--- src/flash_erase_map.svh ---
// constants for the flash command sequencer host
`ifndef FLASH_ERASE_MAP_SVH
`define FLASH_ERASE_MAP_SVH
`define UNLOCK_ADDR1 19'h00555
`define UNLOCK_ADDR2 19'h002aa
`define UNLOCK_DATA1 16'h00aa
`define UNLOCK_DATA2 16'h0055
`define CODE_ERASE_SETUP 16'h0080
`define CODE_SECTOR_ERASE 16'h0030
`define CODE_CHIP_ERASE 16'h0010
`define CODE_PROGRAM 16'h00a0
`define CODE_AUTOSELECT 16'h0090
`define CODE_RESET 16'h00f0
`define CODE_SUSPEND 16'h00b0
`define CODE_RESUME 16'h0030
`define SECTOR_LSB 12
`define FLAG_TIMER_BIT 3
`define STROBE_LOW_CYCLES 4'h4
`define STROBE_HIGH_CYCLES 4'h4
// queueing window of the device, in microseconds, and host spacing limit
`define QUEUE_WINDOW_US 50
`define CLOCK_MHZ 125
`define QUEUE_GAP_CYCLES ((`QUEUE_WINDOW_US * `CLOCK_MHZ) / 2)
`endif

--- src/flash_erase_pkg.sv ---
// types for the flash command sequencer host
package flash_erase_pkg;
    typedef enum logic [2:0] {
        op_reset = 3'h0,
        op_program = 3'h1,
        op_chip_erase = 3'h2,
        op_sector_erase = 3'h3,
        op_autoselect = 3'h4,
        op_suspend = 3'h5,
        op_resume = 3'h6,
        op_read = 3'h7
    } op_t;
    typedef enum logic [2:0] {
        st_idle = 3'h0,
        st_setup = 3'h1,
        st_low = 3'h2,
        st_high = 3'h3,
        st_read = 3'h4,
        st_gap = 3'h5
    } state_t;
endpackage

--- src/flash_erase_host.sv ---
// host sequencer that drives a parallel nor flash through its strobes
`timescale 1ns/1ps
`default_nettype none
`include "flash_erase_map.svh"
module flash_erase_host
    import flash_erase_pkg::*;
(
    // clock and reset
    input wire logic sys_clk,
    input wire logic rst,
    input wire logic clk_en,
    // user command port
    input wire logic cmd_valid,
    input wire op_t cmd_op,
    input wire logic [18:0] cmd_addr,
    input wire logic [15:0] cmd_data,
    output logic cmd_ready,
    output logic rd_valid,
    output logic [15:0] rd_data,
    // flash pins
    output logic chip_sel_n,
    output logic write_n,
    output logic out_en_n,
    output logic [18:0] flash_addr,
    output logic [15:0] dq_out,
    output logic dq_oe,
    input wire logic [15:0] dq_in,
    input wire logic ready_busy_output,
    // status
    output logic busy
);
    // whole host state
    typedef struct packed {
        state_t st;
        logic [2:0] step;       // write cycle within sequence
        logic [2:0] total;      // writes in this sequence
        logic is_read;          // current op is a read
        op_t op;
        logic [18:0] addr;
        logic [15:0] data;
        logic [3:0] cnt;        // strobe phase counter
        logic [12:0] gap;       // spacing since last queued write
        logic cmd_ready;
        logic rd_valid;
        logic [15:0] rd_data;
        logic chip_sel_n;
        logic write_n;
        logic out_en_n;
        logic [18:0] flash_addr;
        logic [15:0] dq_out;
        logic dq_oe;
        logic busy;
    } host_t;

    host_t s, next_s;

    // address and data of each write cycle of the current sequence
    logic [18:0] cyc_addr;
    logic [15:0] cyc_data;

    // sequence table
    always_comb begin
        cyc_addr = `UNLOCK_ADDR1;
        cyc_data = `UNLOCK_DATA1;
        // unlock pair, second half on steps one and four
        if (s.step == 3'h1 || s.step == 3'h4) begin
            cyc_addr = `UNLOCK_ADDR2;
            cyc_data = `UNLOCK_DATA2;
        end
        // single-cycle commands carry the whole write themselves
        if (s.total == 3'h1) begin
            cyc_addr = s.addr;
            cyc_data = s.data;
        end else if (s.step == 3'h2) begin
            cyc_addr = `UNLOCK_ADDR1;
            unique case (s.op)
                op_program: cyc_data = `CODE_PROGRAM;
                op_autoselect: cyc_data = `CODE_AUTOSELECT;
                default: cyc_data = `CODE_ERASE_SETUP;
            endcase
        end else if (s.step == 3'h3 && s.op == op_program) begin
            cyc_addr = s.addr;
            cyc_data = s.data;
        end else if (s.step == 3'h5) begin
            if (s.op == op_chip_erase) begin
                cyc_addr = `UNLOCK_ADDR1;
                cyc_data = `CODE_CHIP_ERASE;
            end else begin
                cyc_addr = s.addr;
                cyc_data = `CODE_SECTOR_ERASE;
            end
        end
    end

    // next state
    always_comb begin
        next_s = s;
        next_s.rd_valid = 1'b0;
        if (s.gap != 13'h0) begin
            next_s.gap = s.gap - 13'h1;
        end
        next_s.busy = ~ready_busy_output;
        unique case (s.st)
            st_idle: begin
                if (cmd_valid && s.cmd_ready) begin
                    next_s.cmd_ready = 1'b0;
                    next_s.op = cmd_op;
                    next_s.addr = cmd_addr;
                    next_s.data = cmd_data;
                    next_s.step = 3'h0;
                    next_s.is_read = 1'b0;
                    unique case (cmd_op)
                        op_program, op_autoselect: next_s.total = 3'h3 + {2'h0, cmd_op == op_program};
                        op_chip_erase: next_s.total = 3'h6;
                        op_sector_erase: begin
                            // queue extra sector inside the window
                            if (s.gap != 13'h0) begin
                                next_s.total = 3'h1;
                                next_s.data = `CODE_SECTOR_ERASE;
                            end else begin
                                next_s.total = 3'h6;
                            end
                        end
                        op_reset: begin
                            next_s.total = 3'h1;
                            next_s.data = `CODE_RESET;
                        end
                        op_suspend: begin
                            next_s.total = 3'h1;
                            next_s.data = `CODE_SUSPEND;
                        end
                        op_resume: begin
                            next_s.total = 3'h1;
                            next_s.data = `CODE_RESUME;
                        end
                        op_read: begin
                            next_s.total = 3'h0;
                            next_s.is_read = 1'b1;
                        end
                    endcase
                    // any other write ends the window
                    if (cmd_op != op_sector_erase && cmd_op != op_read) begin
                        next_s.gap = 13'h0;
                    end
                    next_s.st = st_setup;
                end
            end
            st_setup: begin
                next_s.flash_addr = s.is_read ? s.addr : cyc_addr;
                next_s.dq_out = cyc_data;
                next_s.dq_oe = ~s.is_read;
                next_s.cnt = 4'h0;
                next_s.st = s.is_read ? st_read : st_low;
            end
            st_low: begin
                next_s.chip_sel_n = 1'b0;
                next_s.write_n = 1'b0;
                next_s.cnt = s.cnt + 4'h1;
                if (s.cnt == `STROBE_LOW_CYCLES) begin
                    // data held through the rising edge
                    next_s.chip_sel_n = 1'b1;
                    next_s.write_n = 1'b1;
                    next_s.cnt = 4'h0;
                    next_s.st = st_high;
                end
            end
            st_high: begin
                next_s.cnt = s.cnt + 4'h1;
                if (s.cnt == `STROBE_HIGH_CYCLES) begin
                    next_s.dq_oe = 1'b0;
                    if (s.step + 3'h1 >= s.total) begin
                        // arm spacing window after sector write
                        if (s.op == op_sector_erase) begin
                            next_s.gap = 13'(`QUEUE_GAP_CYCLES);
                        end
                        next_s.st = st_gap;
                    end else begin
                        next_s.step = s.step + 3'h1;
                        next_s.st = st_setup;
                    end
                end
            end
            st_read: begin
                next_s.chip_sel_n = 1'b0;
                next_s.out_en_n = 1'b0;
                next_s.cnt = s.cnt + 4'h1;
                if (s.cnt == `STROBE_LOW_CYCLES) begin
                    next_s.rd_data = dq_in;
                    next_s.rd_valid = 1'b1;
                    next_s.chip_sel_n = 1'b1;
                    next_s.out_en_n = 1'b1;
                    next_s.st = st_gap;
                end
            end
            st_gap: begin
                next_s.cmd_ready = 1'b1;
                next_s.st = st_idle;
            end
            default: next_s.st = st_idle;
        endcase
    end

    // state register
    always_ff @(posedge sys_clk or posedge rst) begin
        if (rst) begin
            s <= '{st: st_idle, op: op_reset, cmd_ready: 1'b1, chip_sel_n: 1'b1,
                   write_n: 1'b1, out_en_n: 1'b1, default: '0};
        end else if (clk_en) begin
            s <= next_s;
        end
    end

    assign cmd_ready = s.cmd_ready;
    assign rd_valid = s.rd_valid;
    assign rd_data = s.rd_data;
    assign chip_sel_n = s.chip_sel_n;
    assign write_n = s.write_n;
    assign out_en_n = s.out_en_n;
    assign flash_addr = s.flash_addr;
    assign dq_out = s.dq_out;
    assign dq_oe = s.dq_oe;
    assign busy = s.busy;
endmodule // flash_erase_host
`default_nettype wire

--- config.mk ---
export PLATFORM = sky130hd
export DESIGN_NAME = flash_erase_host
export DESIGN_NICKNAME = d
export VERILOG_FILES = /design/src/flash_erase_pkg.sv /design/src/flash_erase_host.sv
export VERILOG_INCLUDE_DIRS = /design/src
export SDC_FILE = /design/constraint.sdc
export NUM_CORES = 1
export LEC_CHECK = 0
export ABC_AREA = 1
export BUFFER_PORTS_ARGS = -buffer_cell sky130_fd_sc_hd__buf_4
export CELL_PAD_IN_SITES_DETAIL_PLACEMENT = 0
export CELL_PAD_IN_SITES_GLOBAL_PLACEMENT = 1
export CORE_ASPECT_RATIO = 1.2
export CORE_MARGIN = 2
export CORE_UTILIZATION = 38
export CTS_BUF_LIST = sky130_fd_sc_hd__clkbuf_4
export DETAILED_ROUTE_END_ITERATION = 10
export PLACE_DENSITY = 0.79
export SETUP_SLACK_MARGIN = 0.3
export SYNTH_ARGS = -nofsm -noshare
export SYNTH_HDL_FRONTEND = slang
export SYNTH_SLANG_ARGS = --single-unit
--- constraint.sdc ---
create_clock -name sys_clk -period 4.6 [get_ports sys_clk]
set_input_delay 0.23 -clock sys_clk [delete_from_list [all_inputs] [get_ports sys_clk]]
set_output_delay 0.23 -clock sys_clk [all_outputs]
set_load 0.02 [all_outputs]
==> summary.md <==
| Metric | Value |
|---|---|
| Total negative slack | `0 ns` |
| TritonCTS clock tree | `yes` |
| Fillcell total | `around 1.6k` |
| Post-DP HPWL | `10030 µm` |
| Most common cell after layout, fill and taps aside | `nand2_1` |
| Worst skew pair latency | `~0.54 ns` |
| Unrepaired setup endpoints after global routing | `no` |
| R2r setup slk | `between 2 and 2.5 ns` |
| Synthesized net count | `822` |
| Critical R2R Capture | `flash_addr[5]` |
| Max Cap Viol | `0` |
| Remaining global-route overflow | `0` |
| Rel. slew slack | `44.91%` |
| GP Congestion | `a little under 0.8` |
| Reg power frac | `between 50% and 60%` |
| Crit-path max FO | `32` |
| Final hold viol count | `0` |
| Row count | `51` |
| First-pass GRT wire length | `24410 µm` |
| Core box area | `16210 µm²` |
| Switching Fraction | `29.58%` |
| CTS Sinks | `123` |
| Clk_skew | `approximately 0.016 ns` |
| Die W | `121.4 µm` |
| Worst VDD drop | `between 0.1 and 0.15 mV` |
| Number of warnings issued by yosys | `0` |
| Synth-to-layout area growth | `24.14%` |
| Hold Path Sink | `s[110]` |
| WS Path Type | `register to register` |
| Pin count of the biggest net entering global routing | `51` |
| RR Startpoint | `s[121]` |
| Crit path DAT | `between 2 and 3 ns` |
| Worst-Margin Slew | `0.8252 ns` |
| FF-to-FF path depth | `7` |
| Starting density of the core | `roughly two fifths` |
| Logic pwr share | `a little over an eighth` |
| Worst Setup End Kind | `register` |
| Residual DRC | `0` |
| Status | `finished, final reports clean` |
| Port Buffers | `between 100 and 150` |
| Share of layout cells above drive strength 1 | `22.82%` |
| Fmax | `approximately 400 MHz` |
| H-tree Lvls | `4` |
| CTS Buffer Depth | `2` |
| Int Pwr | `1.591 mW` |
| Seq cells post-synth | `123` |
| Req. time, crit path | `5.00 ns` |
| # setup viols final | `0` |
| Crit share post-route | `a little over half` |
| Number of global-route vias before repair | `slightly above 5k` |
| Total die area | `approximately 18000 µm²` |
| DR pass1 iterations | `4` |
| Synthesized instance count | `about 750` |
| Sequential share of the synthesized area | `between 40 and 50%` |
| Power Dens Cells | `between 200 and 300 nW/µm²` |
| Antenna violations before repair | `1` |
| Post-synth cell types | `40` |
| TritonCTS Buffers | `17` |
| Worst hold path class | `primary input to register` |
| Initial DRC count | `approximately 190` |
| Hold depth | `3` |
| IO Count | `about 120` |
| Die height | `between 100 and 150 µm` |
| # nets final | `between 900 and 1k` |
| P_leak | `slightly above 4 nW` |
| Root buffer cell | `clkbuf_4` |
| Vias per inst | `4.626` |
| Post-Syn Area | `roughly 6300 µm²` |
| Hold path start | `cmd_op[0]` |
| Avg WL per Cell | `13.48 µm` |
| Post-CTS Setup Inserts | `0` |
| Max Slew Vio Count | `0` |
| Post-Route WL | `14810 µm` |
| Power share of the clock group | `around a third` |
| Overall power | `between 2 and 2.5 mW` |
| Commonest non-fill, non-tap cells in the layout | `nand2_1 (232), dfrtp_1 (119), buf_4 (119)` |
| Switch Pwr | `668.2 µW` |
| ANT nets after route | `0` |
| Critical Path Start Type | `register` |
| Total number of vias | `around 5.1k` |
| Crit path time final | `around 2.5 ns` |
| Gr usage total | `17.75%` |
| CTS clk-pin slew, worst paths | `about 0.12 ns` |
| Syn Area/Cell | `approximately 8.4 µm²` |
==> critical path, cell delays in order, from the launching register on <==
cell and delay [ns]:
dfrtp_1 0.49, nor3_4 0.26, inv_2 0.06, nor2_4 0.06
buf_4 0.32, inv_2 0.31, nor2_1 0.67, a21oi_1 0.17
==> stage by stage <==
| stage | area (µm²) | util, % | setup slack [ns] | std cells | hold slack, ns |
|---|---|---|---|---|---|
| after floorplan | 6286 | - | 1.106 | 751 | 0.3396 |
| after global placement | 6937 | 42.80 | 2.177 | 1008 | 0.3127 |
| after detailed placement | 6937 | 42.80 | 2.122 | 1008 | 0.3166 |
| after CTS | 7801 | 48.13 | 2.115 | 1097 | 0.04365 |
| after global routing | 7804 | 48.15 | 1.889 | 1098 | 0.1133 |
| final | 7804 | 48.15 | 2.115 | 1098 | 0.09072 |
==> repair_timing <==
action	in CTS	in global routing
hold endpoints to repair	96	0
gates resized for setup	0	0
endpoints found under the setup margin	0	0
hold buffers	57	0
==> flip-flops by register name, summed over array words and instances (netlist names) <==
register and count:
busy 1, dq_oe 1, rd_data 16, write_n 1, flash_addr 19, chip_sel_n 1, s 65, dq_out 16
out_en_n 1, rd_valid 1, cmd_ready 1
==> area by class of cell <==
| cell class | instances | area [µm²] | area share (%) |
|---|---|---|---|
| flip-flops and latches | 123 | 3083 | 39.51 |
| multi-input cells | 489 | 2449 | 31.38 |
| repair buffers | 176 | 1464 | 18.76 |
| well taps | 212 | 265.3 | 3.399 |
| inverters | 65 | 246.5 | 3.159 |
| clock inverters | 15 | 166.4 | 2.132 |
| clock buffers | 17 | 127.6 | 1.635 |
| diodes | 1 | 2.502 | 0.03207 |
==> worst max-delay path by stage <==
stage | start | to | slack, ns
floorplan | rst | busy | 1.11
global placement | s[121] | flash_addr[3] | 2.18
detailed placement | s[121] | flash_addr[5] | 2.12
CTS | s[121] | flash_addr[5] | 2.11
global route | s[121] | flash_addr[5] | 1.89
finish | s[121] | flash_addr[5] | 2.11
==> cells by family (layout without fill, tap and decap cells) <==
logic type / after synthesis / after routing / share of synthesized area (%)
flip-flops: 123 / 123 / 49.04
XOR/XNOR: 2 / 2 / 0.2787
multiplexers: 16 / 16 / 3.344
AO/OA/AOI/OAI: 93 / 93 / 8.002
adder cells (fa/ha/maj): 12 / 12 / 2.388
other: 0 / 1 / 0
AND/OR/NAND/NOR: 366 / 366 / 24.94
buffers and inverters: 139 / 273 / 12.00
==> power groups by stage <==
stage                     Clock (mW)  Combinational (mW)  Sequential [mW]
after floorplan                    0               0.184             1.18
after global placement             0               0.269             1.19
after detailed placement           0               0.270             1.19
after CTS                      0.820               0.310             1.17
after global routing           0.863               0.353             1.17
final                          0.787               0.306             1.17
==> synthesized netlist by cell type <==
cell type | instances | area [µm²]
or2_2 | 1 | 6.260
o21ai_0 | 36 | 180.2
inv_2 | 9 | 33.78
o22ai_1 | 3 | 18.77
dfstp_2 | 4 | 105.1
a31oi_1 | 5 | 31.28
nand3_1 | 45 | 225.2
mux2_4 | 8 | 120.1
buf_6 | 2 | 22.52
a21o_1 | 1 | 7.510
nor3_4 | 1 | 16.27
dfrtp_1 | 119 | 2978
o21ai_1 | 15 | 75.07
nand4_1 | 8 | 50.05
nand2_4 | 3 | 33.78
inv_1 | 56 | 210.2
a31o_2 | 1 | 8.760
a21oi_2 | 1 | 8.760
and3_1 | 1 | 6.260
xor2_1 | 2 | 17.52
clkbuf_1 | 6 | 22.52
buf_2 | 12 | 60.06
nor4_1 | 1 | 6.260
nor2_2 | 5 | 31.28
a32o_1 | 1 | 10.01
nand2_2 | 5 | 31.28
o31ai_1 | 1 | 7.510
nand4_2 | 2 | 25.02
buf_4 | 54 | 405.4
nor2_4 | 2 | 22.52
nor3_1 | 9 | 45.04
a211oi_1 | 1 | 7.510
nor2_1 | 49 | 183.9
ha_1 | 12 | 150.1
or2_1 | 1 | 6.260
nand3b_1 | 1 | 7.510
mux2_2 | 8 | 90.09
a21oi_1 | 25 | 125.1
nand2_1 | 232 | 870.8
o211ai_1 | 3 | 22.52
==> metal layers <==
metal,track usage (%),vias to the layer above,part of all wire (%)
met5,0,-,0
li1,-,2608,-
met1,21.21,2355,43
met4,5.929,0,1.5
met2,31.87,99,52
met3,3.605,17,4.0
No activity file was read; power rests on OpenSTA's default activity.
